## src/lcs_pkg.sv

```systemverilog
/*
 * Shared constants for the configurable logic cell: select codes of the
 * input pool, field widths and logic function encodings.
 * Assumes nothing beyond a SystemVerilog compiler.
 */
package lcs_pkg;

  // widths
  localparam int SEL_W = 6;
  localparam int SRC_N = 55;
  localparam int GEN_N = 32;
  localparam int LINES = 4;
  localparam int GSEL_W = 8;

  // highest code that names a source; codes above feed logic low
  localparam logic [5:0] CODE_MAX = 6'h0036;

  // input pool select codes
  localparam logic [5:0] CODE_MODULATOR = 6'h0036;
  localparam logic [5:0] CODE_SYS_OSC = 6'h0035;
  localparam logic [5:0] CODE_FAST_OSC = 6'h0034;
  localparam logic [5:0] CODE_SLOW_OSC = 6'h0033;
  localparam logic [5:0] CODE_CONV_RC = 6'h0032;
  localparam logic [5:0] CODE_PIN_CHANGE = 6'h0031;
  localparam logic [5:0] CODE_TMR8_POST = 6'h0030;
  localparam logic [5:0] CODE_TMR6_POST = 6'h002f;
  localparam logic [5:0] CODE_TMR4_POST = 6'h002e;
  localparam logic [5:0] CODE_TMR2_POST = 6'h002d;
  localparam logic [5:0] CODE_TMR5_OVF = 6'h002c;
  localparam logic [5:0] CODE_TMR3_OVF = 6'h002b;
  localparam logic [5:0] CODE_TMR1_OVF = 6'h002a;
  localparam logic [5:0] CODE_TMR0_OVF = 6'h0029;
  localparam logic [5:0] CODE_UART_RX = 6'h0028;
  localparam logic [5:0] CODE_UART_TX = 6'h0027;
  localparam logic [5:0] CODE_ZERO_CROSS = 6'h0026;
  localparam logic [5:0] CODE_SSP_DATA = 6'h0025;
  localparam logic [5:0] CODE_SSP_CLOCK = 6'h0024;
  localparam logic [5:0] CODE_RESERVED = 6'h0023;
  localparam logic [5:0] CODE_PWM11 = 6'h0022;
  localparam logic [5:0] CODE_PWM6 = 6'h0021;
  localparam logic [5:0] CODE_PWM5 = 6'h0020;

  // logic function encodings
  typedef enum logic [2:0] {
    FN_AND_OR = 3'b000,
    FN_OR_XOR = 3'b001,
    FN_AND4 = 3'b010,
    FN_SR_LATCH = 3'b011,
    FN_DFF_SR = 3'b100,
    FN_DFF2_R = 3'b101,
    FN_JK_R = 3'b110,
    FN_DLATCH_SR = 3'b111
  } lcs_func_t;

  // reset value of the stored state of the latch functions
  localparam logic STATE_RESET = 1'b0;

endpackage

```

## src/lcs_input_mux.sv

```systemverilog
/*
 * One input multiplexer of the logic cell: picks one signal of the pool
 * by a six-bit select code.
 * Assumes the pool is assembled by the caller; purely combinational.
 */
`timescale 1ns/100ps
module lcs_input_mux (
  // pool and select
  input wire logic [lcs_pkg::SRC_N-1:0] pool,
  input wire logic [lcs_pkg::SEL_W-1:0] select,
  // chosen signal
  output logic chosen
);

  // no clocking: a pin or foreign clock reaches the gates at once
  always_comb begin
    if (select <= lcs_pkg::CODE_MAX) begin
      chosen = pool[select];
    end else begin
      chosen = 1'b0;
    end
  end

endmodule

```

## src/lcs_logic_cell.sv

```systemverilog
/*
 * Configurable logic cell: four input multiplexers, four gated logic
 * lines, one of eight logic functions and output polarity.
 * Assumes configuration ports are driven by software-written registers
 * on the same clock; source inputs may be asynchronous.
 */

`timescale 1ns/100ps
module lcs_logic_cell (
  // clock and reset
  input wire logic clock,
  input wire logic rst_n,
  // configuration
  input wire logic cell_enable,
  input wire logic [lcs_pkg::SEL_W-1:0] mux1_select,
  input wire logic [lcs_pkg::SEL_W-1:0] mux2_select,
  input wire logic [lcs_pkg::SEL_W-1:0] mux3_select,
  input wire logic [lcs_pkg::SEL_W-1:0] mux4_select,
  input wire logic [lcs_pkg::GSEL_W-1:0] gate1_select,
  input wire logic [lcs_pkg::GSEL_W-1:0] gate2_select,
  input wire logic [lcs_pkg::GSEL_W-1:0] gate3_select,
  input wire logic [lcs_pkg::GSEL_W-1:0] gate4_select,
  input wire logic [lcs_pkg::LINES-1:0] gate_polarity,
  input wire logic [2:0] function_mode,
  input wire logic output_polarity,
  input wire logic pin_output_enable,
  // general pool codes 0 to 31: pins, other cells, peripherals, register bits
  input wire logic [lcs_pkg::GEN_N-1:0] general_source,
  // pulse width modulators
  input wire logic pulse_mod5_output,
  input wire logic pulse_mod6_output,
  input wire logic pulse_mod11_output,
  // serial ports and zero cross
  input wire logic sync_serial_port_clock,
  input wire logic sync_serial_port_data,
  input wire logic zero_cross_output,
  input wire logic async_serial_port_tx,
  input wire logic async_serial_port_rx,
  // timers
  input wire logic timer0_overflow,
  input wire logic timer1_overflow,
  input wire logic timer3_overflow,
  input wire logic timer5_overflow,
  input wire logic timer2_postscaled,
  input wire logic timer4_postscaled,
  input wire logic timer6_postscaled,
  input wire logic timer8_postscaled,
  // flags, clocks, modulator
  input wire logic pin_change_flag,
  input wire logic converter_rc_clock,
  input wire logic slow_internal_osc,
  input wire logic fast_internal_osc,
  input wire logic system_osc_clock,
  input wire logic modulator1_output,
  // results
  output logic cell_output,
  output logic cell_pin_out,
  output logic cell_pin_oe,
  output logic [lcs_pkg::LINES-1:0] gate_lines
);

  logic [lcs_pkg::SRC_N-1:0] pool;
  logic [lcs_pkg::LINES-1:0] data_sel;
  logic [lcs_pkg::SEL_W-1:0] mux_select_field [lcs_pkg::LINES];
  logic [lcs_pkg::GSEL_W-1:0] gate_sel [lcs_pkg::LINES];
  logic [lcs_pkg::GSEL_W-1:0] gate_terms;
  logic [lcs_pkg::LINES-1:0] line;

  // synchroniser and edge memory
  logic [lcs_pkg::LINES-1:0] sync1_q;
  logic [lcs_pkg::LINES-1:0] sync1_d;
  logic [lcs_pkg::LINES-1:0] sync2_q;
  logic [lcs_pkg::LINES-1:0] sync2_d;
  logic line1_prev_q;
  logic line1_prev_d;

  // stored state and function results
  logic state_q;
  logic state_d;
  logic clk_rise;
  logic comb_result;
  logic func_result;
  lcs_pkg::lcs_func_t mode;

  // input pool; the reserved code and code gaps stay low
  always_comb begin
    pool = '0;
    pool[lcs_pkg::GEN_N-1:0] = general_source;
    pool[lcs_pkg::CODE_PWM5] = pulse_mod5_output;
    pool[lcs_pkg::CODE_PWM6] = pulse_mod6_output;
    pool[lcs_pkg::CODE_PWM11] = pulse_mod11_output;
    pool[lcs_pkg::CODE_SSP_CLOCK] = sync_serial_port_clock;
    pool[lcs_pkg::CODE_SSP_DATA] = sync_serial_port_data;
    pool[lcs_pkg::CODE_ZERO_CROSS] = zero_cross_output;
    pool[lcs_pkg::CODE_UART_TX] = async_serial_port_tx;
    pool[lcs_pkg::CODE_UART_RX] = async_serial_port_rx;
    pool[lcs_pkg::CODE_TMR0_OVF] = timer0_overflow;
    pool[lcs_pkg::CODE_TMR1_OVF] = timer1_overflow;
    pool[lcs_pkg::CODE_TMR3_OVF] = timer3_overflow;
    pool[lcs_pkg::CODE_TMR5_OVF] = timer5_overflow;
    pool[lcs_pkg::CODE_TMR2_POST] = timer2_postscaled;
    pool[lcs_pkg::CODE_TMR4_POST] = timer4_postscaled;
    pool[lcs_pkg::CODE_TMR6_POST] = timer6_postscaled;
    pool[lcs_pkg::CODE_TMR8_POST] = timer8_postscaled;
    pool[lcs_pkg::CODE_PIN_CHANGE] = pin_change_flag;
    pool[lcs_pkg::CODE_CONV_RC] = converter_rc_clock;
    pool[lcs_pkg::CODE_SLOW_OSC] = slow_internal_osc;
    pool[lcs_pkg::CODE_FAST_OSC] = fast_internal_osc;
    pool[lcs_pkg::CODE_SYS_OSC] = system_osc_clock;
    pool[lcs_pkg::CODE_MODULATOR] = modulator1_output;
    pool[lcs_pkg::CODE_RESERVED] = 1'b0;
  end

  // select fields are not reset here; software must write them first
  assign mux_select_field[0] = mux1_select;
  assign mux_select_field[1] = mux2_select;
  assign mux_select_field[2] = mux3_select;
  assign mux_select_field[3] = mux4_select;

  assign gate_sel[0] = gate1_select;
  assign gate_sel[1] = gate2_select;
  assign gate_sel[2] = gate3_select;
  assign gate_sel[3] = gate4_select;

  // selected data, true and inverted, bit 2k true, bit 2k+1 inverted
  assign gate_terms = {~data_sel[3], data_sel[3], ~data_sel[2], data_sel[2],
                       ~data_sel[1], data_sel[1], ~data_sel[0], data_sel[0]};

  // stage one and two: data selection then gating
  genvar k;
  generate
    for (k = 0; k < lcs_pkg::LINES; k = k + 1) begin : g_lane
      // each lane has its own mux; codes past the pool read low
      lcs_input_mux u_mux (
        .pool(pool),
        .select(mux_select_field[k]),
        .chosen(data_sel[k])
      );
      // an empty gate select gives low, or high when inverted
      assign line[k] = gate_polarity[k] ^ (|(gate_sel[k] & gate_terms));
    end
  endgenerate

  assign gate_lines = line;
  assign mode = lcs_pkg::lcs_func_t'(function_mode);

  // stage three, combinational functions: no clock in the path
  always_comb begin
    case (mode)
      lcs_pkg::FN_AND_OR: begin
        comb_result = (line[0] & line[1]) | (line[2] & line[3]);
      end
      lcs_pkg::FN_OR_XOR: begin
        comb_result = (line[0] | line[1]) ^ (line[2] | line[3]);
      end
      lcs_pkg::FN_AND4: begin
        comb_result = &line;
      end
      default: begin
        // storage modes take their result from state_q
        comb_result = 1'b0;
      end
    endcase
  end

  // storage functions look at synchronised lines, so a pin-driven
  // clock line is seen two to three system clocks late
  always_comb begin
    sync1_d = line;
    sync2_d = sync1_q;
    line1_prev_d = sync2_q[0];
  end

  always_ff @(posedge clock or negedge rst_n) begin
    if (!rst_n) begin
      sync1_q <= '0;
      sync2_q <= '0;
      line1_prev_q <= 1'b0;
    end else begin
      sync1_q <= sync1_d;
      sync2_q <= sync2_d;
      line1_prev_q <= line1_prev_d;
    end
  end

  // a line 1 pulse shorter than one clock can be missed
  assign clk_rise = sync2_q[0] & ~line1_prev_q;

  // line 1 clock, line 2 data, line 3 reset, line 4 set in FN_DFF_SR
  // reset beats set in every storage mode
  always_comb begin
    state_d = state_q;
    case (mode)
      lcs_pkg::FN_SR_LATCH: begin
        // set from lines 1,2; reset from lines 3,4; reset dominates
        if (sync2_q[2] | sync2_q[3]) begin
          state_d = 1'b0;
        end else if (sync2_q[0] | sync2_q[1]) begin
          state_d = 1'b1;
        end
      end
      lcs_pkg::FN_DFF_SR: begin
        // line 1 rise loads line 2
        if (sync2_q[2]) begin
          state_d = 1'b0;
        end else if (sync2_q[3]) begin
          state_d = 1'b1;
        end else if (clk_rise) begin
          state_d = sync2_q[1];
        end
      end
      lcs_pkg::FN_DFF2_R: begin
        // data is line 2 or line 4
        if (sync2_q[2]) begin
          state_d = 1'b0;
        end else if (clk_rise) begin
          state_d = sync2_q[1] | sync2_q[3];
        end
      end
      lcs_pkg::FN_JK_R: begin
        // line 2 is J, line 4 is K
        if (sync2_q[2]) begin
          state_d = 1'b0;
        end else if (clk_rise) begin
          case ({sync2_q[1], sync2_q[3]})
            2'b10: begin
              state_d = 1'b1;
            end
            2'b01: begin
              state_d = 1'b0;
            end
            2'b11: begin
              // both high toggles
              state_d = ~state_q;
            end
            default: begin
              state_d = state_q;
            end
          endcase
        end
      end
      lcs_pkg::FN_DLATCH_SR: begin
        // line 1 is latch enable while high
        if (sync2_q[2]) begin
          state_d = 1'b0;
        end else if (sync2_q[3]) begin
          state_d = 1'b1;
        end else if (sync2_q[0]) begin
          state_d = sync2_q[1];
        end
      end
      default: begin
        // combinational mode: clear so a later switch starts clean
        state_d = lcs_pkg::STATE_RESET;
      end
    endcase
  end

  always_ff @(posedge clock or negedge rst_n) begin
    if (!rst_n) begin
      state_q <= lcs_pkg::STATE_RESET;
    end else begin
      state_q <= state_d;
    end
  end

  // stage four: polarity; configuration acts the moment it changes
  always_comb begin
    case (mode)
      lcs_pkg::FN_AND_OR, lcs_pkg::FN_OR_XOR, lcs_pkg::FN_AND4: begin
        func_result = comb_result;
      end
      default: begin
        func_result = state_q;
      end
    endcase
  end

  // NAND, AND-OR-INVERT and OR-XNOR come from the inverted polarity
  assign cell_output = cell_enable & (func_result ^ output_polarity);
  // the pin copy follows the cell output; oe also needs the enable
  assign cell_pin_out = cell_output;
  assign cell_pin_oe = cell_enable & pin_output_enable;

endmodule

```

## config.mk

```make
export PLATFORM = sky130hd
export DESIGN_NAME = lcs_logic_cell
export DESIGN_NICKNAME = d
export VERILOG_FILES = /design/src/lcs_pkg.sv /design/src/lcs_input_mux.sv /design/src/lcs_logic_cell.sv
export SDC_FILE = /design/constraint.sdc
export NUM_CORES = 1
export LEC_CHECK = 0
export ABC_AREA = 0
export BUFFER_PORTS_ARGS = -buffer_cell sky130_fd_sc_hd__buf_4
export CAP_MARGIN = 20
export CORE_ASPECT_RATIO = 0.7
export CORE_UTILIZATION = 53
export DETAILED_ROUTE_END_ITERATION = 10
export PLACE_DENSITY = 0.88
export SLEW_MARGIN = 10
export SYNTH_ARGS = -nofsm -noshare
export SYNTH_HDL_FRONTEND = slang
export SYNTH_HIERARCHICAL = 1
export SYNTH_SLANG_ARGS = --single-unit
```

## constraint.sdc

```tcl
create_clock -name clock -period 10.5 [get_ports clock]
set_input_delay 2.1 -clock clock [delete_from_list [all_inputs] [get_ports clock]]
set_output_delay 2.1 -clock clock [all_outputs]
set_load 0.05 [all_outputs]
```

==> impl_metrics.csv, run 1 <==
group,metric,value,unit
status,status,"completed",
sta,finalCriticalPeriod,8.010,ns
clock_tree,cts_max_level,1,
clock_tree,cts_resized,0,
clock_tree,post_cts_buffers,0,
synth,yosysTopAreaCell,"mux4_1",
floorplan,die_area,0.005871,sq mm
layout,postLayoutCellArea,0.003836,sq mm
synth,synth-edff-count,0,
layout,layout-drive-gt1-share,0.4441,
sta,finalSetupTns,0,ns
floorplan,fp.dieW,91.16,microns
sta,rsz0062_at_grt,"false",
layout,seq_area,250.2,sq um
floorplan,io_pins,129,
sta,setup_viol,0,
synth,synth_top_area_frac,0.3831,
synth,syn_area_per_cell,12.44,sq um
job,drv_cap,0,
power_and_ir_drop,seqPwrFrac,0.176,
synth,synth-seq-area-share,0.08485,
critical_path,crit_start,"mux1_select[0]",
floorplan,num_rows,22,
grt,grt_start_max_net_pins,19,
grt,antenna_found_initial,0,
placement,dp_slack,2.523,ns
routing,drc,0,
synth,synth_flop_cell,"dfrtp_1",
synth,yosys_warnings,6,
floorplan,initial_core_util,0.5580,
clock_tree,clk_path_buf_depth,2,
critical_path,r2r-start,"sync2_q[1]",
layout,nets,472,
sta,clock-skew-final,0.0006628,ns
layout,fin_cells,421,
routing,vias,2850,
power_and_ir_drop,p_leak,1.793,nW
sta,tightest_slew,0.8068,ns
sta,slew_headroom,0.4596,
critical_path,cp-end-kind,"output pin",
routing,wl_per_cell,21.95,microns
power_and_ir_drop,power_density,67.00,mW/mm^2
grt,grt_pass1_vias,2681,
routing,drt_iter0_drc,213,
power_and_ir_drop,combPwrFrac,0.645,
power_and_ir_drop,internal_power,164.1,uW
grt,grt-ovfl-total,0,
synth,ys_types,45,
layout,area_growth,30.08,%
layout,multiInputGateArea,0.002457,sq mm
synth,synth_cells,237,
synth,synth_seq_cells,10,
grt,grt_usage,0.3115,
critical_path,crit_required,8.40,ns
clock_tree,cts_buffers,3,
placement,gp_congestion,0.9347,
grt,grt_pass1_wl,14.06,mm
synth,synth_async_sr_flop_share,1.000,
placement,dp.cells,417,
synth,synth_area_leaders,"mux4_1 (38%), mux2i_1 (14%), dfrtp_1 (8.5%), buf_6 (4.2%), mux4_2 (3.1%)",
sta,setup_slack,2.490,ns
sta,post-route-period-util,0.7629,
floorplan,die_h,64.41,microns
routing,routed_via_density,6.770,
critical_path,cp.arrival,5.91,ns
clock_tree,cts_root_buffer,"clkbuf_8",
sta,slew_viol_final,0,
routing,postRouteAntennaNets,0,
hold_path,hp-class,"register to register",
power_and_ir_drop,clockPowerShare,0.180,
power_and_ir_drop,peakVddDrop,40.30,uV
clock_tree,cts.clk_slew.worst_paths,0.05,ns
power_and_ir_drop,p_sw_frac,0.3615,
placement,dpl.hpwl,7.447,mm
layout,most-common-layout-cells,"buf_4 (128), mux4_1 (43), mux2i_1 (42)",
synth,synth_area,0.002949,sq mm
sta,finalHoldViolations,0,
hold_path,min_from,"sync1_q[2]",
floorplan,core_area,0.005285,sq mm
layout,insertedDiodeCount,0,
placement,io_buffers,128,
clock_tree,worstSkewPairLatency,0.23,ns
critical_path,crit_type,"primary input to output pin",
placement,dpl_cell_area,0.003781,sq mm
sta,fmax,124.8,MHz
layout,fillers,403,
routing,first_pass_iters,5,
clock_tree,cts_tree,"yes",
clock_tree,cts_hold_buf,0,
critical_path,cp-start-kind,"primary input",
critical_path,cp_max_fo,16,
clock_tree,cts.sinks,10,
layout,layout_commonest_cell,"buf_4",
power_and_ir_drop,netSwitchingPower,92.92,uW
power_and_ir_drop,p_total,257.0,uW
routing,wl,9.243,mm
==> stage by stage <==
step           hold slack [ns]  utilization
6_report                0.3433       0.7259
5_1_grt                 0.3495       0.7259
4_1_cts                 0.3450       0.7259
3_5_place_dp            0.3347       0.7154
3_3_place_gp            0.3341       0.7154
2_1_floorplan           0.3312            -
==> worst max-delay path, stage by stage <==
cell	delay (ns)
buf_4	0.25
mux4_1	0.61
mux2i_1	0.22
o22ai_1	0.14
a2111oi_2	0.36
a31oi_1	0.22
mux2i_1	0.29
nand4_2	0.15
xnor2_2	0.19
o41ai_1	0.38
a21oi_1	0.12
or3_1	0.37
a21boi_1	0.25
buf_4	0.25
==> state kept, by name, summed over array words and instances, names as in the netlist <==
register / cells
line1_prev_q: 1
state_q: 1
sync1_q: 4
sync2_q: 4
==> final cells by class <==
type                       instances  area share
multi-input combinational        201      0.6406
timing repair buffer             128      0.2505
sequential                        10     0.06523
tap                               72     0.02348
clock buffer                       4     0.01435
inverter                           6    0.005871
==> cell usage after synthesis (3+ instances only) <==
master,number
mux4_1,43
mux2i_1,42
buf_6,11
dfrtp_1,10
o21ai_0,9
nand3b_1,8
buf_2,7
nand2_1,7
nor2b_1,7
a211oi_1,5
a21oi_1,5
inv_1,5
o22ai_1,5
a211o_1,4
mux2_2,4
mux4_2,4
nand3_1,4
nand4_1,4
nor3_1,4
a2111oi_2,3
a31oi_1,3
and2b_2,3
buf_12,3
nand2b_1,3
o2111a_1,3
o211a_1,3
xnor2_2,3
==> worst paths after layout <==
| path | to | slack [ns] | cells after the start |
|---|---|---|---|
| max in group asynchronous | line1_prev_q | 8.68 | 1 |
| worst max-delay path | cell_pin_out | 2.49 | 14 |
| worst min register to register | sync2_q[2] | 0.34 | 0 |
| worst max register to register | state_q | 9.22 | 6 |
| min in group asynchronous | state_q | 1.69 | 1 |
| worst min-delay path | sync2_q[2] | 0.34 | 0 |
==> routing by layer <==
metal	share of wire	GRT usage	vias to the layer above
met5	0	0	-
met4	0.0072	0.05357	0
met3	0.12	0.06690	8
met2	0.47	0.5076	208
met1	0.40	0.4376	1371
li1	-	-	1263
==> logic make-up (layout without fill, tap and decap cells) <==
kind of cell | after synthesis | in the layout | synth area share
other | 1 | 4 | 0.001272
multiplexers | 93 | 93 | 0.5715
AO/OA/AOI/OAI | 49 | 49 | 0.1307
flip-flops | 10 | 10 | 0.08485
buffers and inverters | 29 | 138 | 0.08570
XOR/XNOR | 5 | 5 | 0.02249
AND/OR/NAND/NOR | 50 | 50 | 0.1035
==> power by group through the flow <==
| stage | Clock, mW | Combinational, mW | Sequential, mW |
|---|---|---|---|
| after global routing | 0.0493 | 0.175 | 0.0457 |
| after global placement | 0 | 0.159 | 0.0456 |
| after detailed placement | 0 | 0.163 | 0.0457 |
| after floorplan | 0 | 0.106 | 0.0451 |
| final | 0.0462 | 0.166 | 0.0452 |
| after CTS | 0.0472 | 0.163 | 0.0451 |
Note: power is estimated with default switching activity, not from simulation.
==> run 2: changes to the inputs <==
--- a/config.mk
+++ b/config.mk
@@ -5,13 +5,13 @@
 export SDC_FILE = /design/constraint.sdc
 export NUM_CORES = 1
 export LEC_CHECK = 0
-export ABC_AREA = 0
+export ABC_AREA = 1
 export BUFFER_PORTS_ARGS = -buffer_cell sky130_fd_sc_hd__buf_4
 export CAP_MARGIN = 20
 export CORE_ASPECT_RATIO = 0.7
 export CORE_UTILIZATION = 53
 export DETAILED_ROUTE_END_ITERATION = 10
-export PLACE_DENSITY = 0.88
+export PLACE_DENSITY = 0.83
 export SLEW_MARGIN = 10
 export SYNTH_ARGS = -nofsm -noshare
 export SYNTH_HDL_FRONTEND = slang
==> constraint.sdc (replaced) <==
create_clock -name clock -period 8.1 [get_ports clock]
set_input_delay 1.62 -clock clock [delete_from_list [all_inputs] [get_ports clock]]
set_output_delay 1.62 -clock clock [all_outputs]
set_load 0.05 [all_outputs]
==> run 2 against run 1 <==
Net effect: clock-buffer cell count down 1; non-clock buffer count stayed put; combinational power up 72%; flip-flop and latch count unchanged; wire length grew 76%; design area increased by 23%; synthesized cell count rose to 3.5 times the previous value; clock skew up 0.0018 ns; first-iteration DRC count rose to 2.7 times the previous value; critical path depth grew 13; largest cell class unchanged; highest routed layer unchanged.
==> impl_metrics.csv, run 2 <==
group,metric,value,unit
status,status,"completed",
clock_tree,cts.clk_slew.worst_paths,0.05,ns
synth,synth-seq-area-share,0.06341,
sta,finalSetupTns,0,ns
sta,fmax,166.4,MHz
critical_path,cp_max_fo,28,
synth,synth-edff-count,0,
sta,clock-skew-final,0.002442,ns
synth,synth_mux_area_frac,0,
critical_path,crit_type,"primary input to output pin",
power_and_ir_drop,combPwrFrac,0.722,
clock_tree,cts_tree,"yes",
synth,synth_area,0.003946,sq mm
synth,yosysTopAreaCell,"nand2_1",
grt,grt_pass1_vias,4926,
synth,ys_types,26,
clock_tree,cts_max_level,1,
sta,slew_viol_final,0,
routing,drc,0,
critical_path,cp-start-kind,"primary input",
sta,setup_viol,0,
clock_tree,cts.sinks,10,
power_and_ir_drop,p_leak,3.131,nW
critical_path,cp.arrival,4.39,ns
synth,synth_flop_cell,"dfrtp_1",
layout,final_core_util,0.6782,
layout,layout-drive-gt1-share,0.1802,
placement,dp.cells,1029,
routing,vias,5567,
critical_path,crit_required,6.48,ns
sta,finalCriticalPeriod,6.009,ns
synth,synth_top_family_by_area,"simple AND/OR/NAND/NOR gates",
grt,grt_pass1_wl,24.65,mm
routing,wl,16.24,mm
synth,yosys_warnings,6,
power_and_ir_drop,peakVddDrop,75.00,uV
floorplan,die_h,74.20,microns
critical_path,cp-end-kind,"output pin",
routing,wl_per_cell,15.73,microns
routing,drt_iter0_drc,573,
placement,gp_congestion,1.132,
clock_tree,cts_hold_buf,0,
clock_tree,cts_root_buffer,"clkbuf_8",
synth,synth_async_sr_flop_share,1.000,
synth,synthAdderAreaFrac,0,
synth,netlist_top_cells_count,"nand2_1 (375), inv_1 (154), nand3_1 (147), nor2_1 (52), buf_6 (23)",
grt,antenna_found_initial,0,
hold_path,hp-class,"register to register",
routing,first_pass_iters,5,
job,drv_cap,0,
grt,grt-ovfl-total,0,
clock_tree,clk_path_buf_depth,2,
layout,largest_registers,"sync1_q (4), sync2_q (4)",
floorplan,initial_core_util,0.5657,
power_and_ir_drop,netSwitchingPower,201.5,uW
synth,synth_xor_area_frac,0,
clock_tree,worstSkewPairLatency,0.23,ns
floorplan,io_pins,129,
layout,nets,1062,
grt,grt_start_max_net_pins,29,
layout,fin_cells,1032,
placement,io_buffers,128,
floorplan,core_area,0.006975,sq mm
synth,synth-compound-area-share,0.02188,
floorplan,fp.dieW,105.1,microns
critical_path,r2r_slack,6.76,ns
layout,insertedDiodeCount,0,
synth,synth_cells,840,
clock_tree,cts_buffers,3,
synth,synth_area_leaders,"nand2_1 (36%), nand3_1 (19%), inv_1 (15%), buf_6 (6.6%), dfrtp_1 (6.3%)",
layout,area_growth,19.88,%
synth,synth_top_area_frac,0.3567,
synth,yosysMostFrequentCell,"nand2_1",
sta,rsz0062_at_grt,"false",
synth,synth_seq_cells,10,
synth,synthSimpleGateAreaFrac,0.6611,
sta,post-route-period-util,0.7419,
grt,grt_usage,0.4091,
power_and_ir_drop,p_sw_frac,0.5115,
synth,syn_area_per_cell,4.698,sq um
clock_tree,post_cts_buffers,0,
floorplan,num_rows,25,
clock_tree,cts_resized,0,
power_and_ir_drop,power_density,83.29,mW/mm^2
power_and_ir_drop,p_total,394.0,uW
routing,routed_via_density,5.394,
placement,dpl.hpwl,12.57,mm
routing,postRouteAntennaNets,0,
power_and_ir_drop,seqPwrFrac,0.151,
sta,finalHoldViolations,0,
power_and_ir_drop,clockPowerShare,0.127,
layout,most-common-layout-cells,"nand2_1 (375), inv_1 (154), nand3_1 (147)",
layout,layout_commonest_cell,"nand2_1",
floorplan,die_area,0.007800,sq mm
power_and_ir_drop,internal_power,192.5,uW
==> run 2: cell types whose count changed after synthesis, moves of 12 or more <==
cell,before,now
buf_6,11,23
inv_1,5,154
mux2i_1,42,0
mux4_1,43,0
nand2_1,7,375
nand3_1,4,147
nor2_1,2,52
==> run 2: worst paths after layout <==
kind	start	end	cells past startpoint
max reg2reg	sync2_q[3]	state_q	4
min in group asynchronous	rst_n	sync2_q[0]	1
max	mux4_select[0]	cell_pin_out	27
max in group asynchronous	rst_n	sync2_q[3]	1
min	sync1_q[2]	sync2_q[2]	0
min reg2reg	sync1_q[2]	sync2_q[2]	0
==> run 2: power groups by stage <==
stage | logic (mW) | registers (mW) | clock network (mW)
floorplan | 0.179 | 0.0588 | 0
global placement | 0.269 | 0.0595 | 0
detailed placement | 0.275 | 0.0600 | 0
CTS | 0.277 | 0.0593 | 0.0505
global route | 0.310 | 0.0598 | 0.0528
finish | 0.285 | 0.0595 | 0.0499
==> run 2: logic make-up (layout without fill, tap and decap cells) <==
logic type / count (synthesis) / in the layout
flops: 10 / 10
other cells: 1 / 4
buf+inv: 204 / 299
simple gates: 610 / 610
compound gates: 15 / 15
==> run 2: worst max-delay path, cell delays in order <==
cell	delay, ns
buf_4	0.22
inv_6	0.20
nand2_1	0.08
nand2_1	0.08
nand2_1	0.05
nand2_1	0.06
nor2_1	0.05
nor2_1	0.14
nor2_1	0.06
nand2_1	0.06
nand2_1	0.09
inv_1	0.16
inv_2	0.07
nand2_1	0.06
nand2_1	0.05
nor2_2	0.15
nand2_1	0.09
nand2_2	0.06
nand2_2	0.08
nor2_1	0.14
nand2_1	0.07
nand3_1	0.11
nand3_2	0.08
nand2_1	0.08
inv_1	0.04
nor2_1	0.17
buf_4	0.23
==> run 2: area by class of cell <==
class | count | area (sq um)
Sequential cell | 10 | 250.2
Fill cell | 714 | 2245
Timing Repair Buffer | 128 | 960.9
Multi-Input combinational cell | 629 | 2710
Clock buffer | 3 | 41.29
Inverter | 168 | 650.6
Tap cell | 94 | 117.6
==> run 2: per-layer routing <==
metal | vias up | GRT usage | part of all wire
li1 | 2699 | - | -
met1 | 2438 | 0.5416 | 0.40
met2 | 377 | 0.6262 | 0.41
met3 | 53 | 0.1306 | 0.15
met4 | 0 | 0.1565 | 0.033
met5 | - | 0 | 0
==> run 2: stage by stage <==
stage          setup WS (ns)  hold WS [ns]  cell area [sq um]
3_5_place_dp           2.188        0.3529               4690
3_3_place_gp           2.292        0.3345               4690
6_report               2.091        0.3596               4731
4_1_cts                2.162        0.3629               4731
2_1_floorplan          1.921        0.3312               3958
5_1_grt                1.848        0.3650               4731
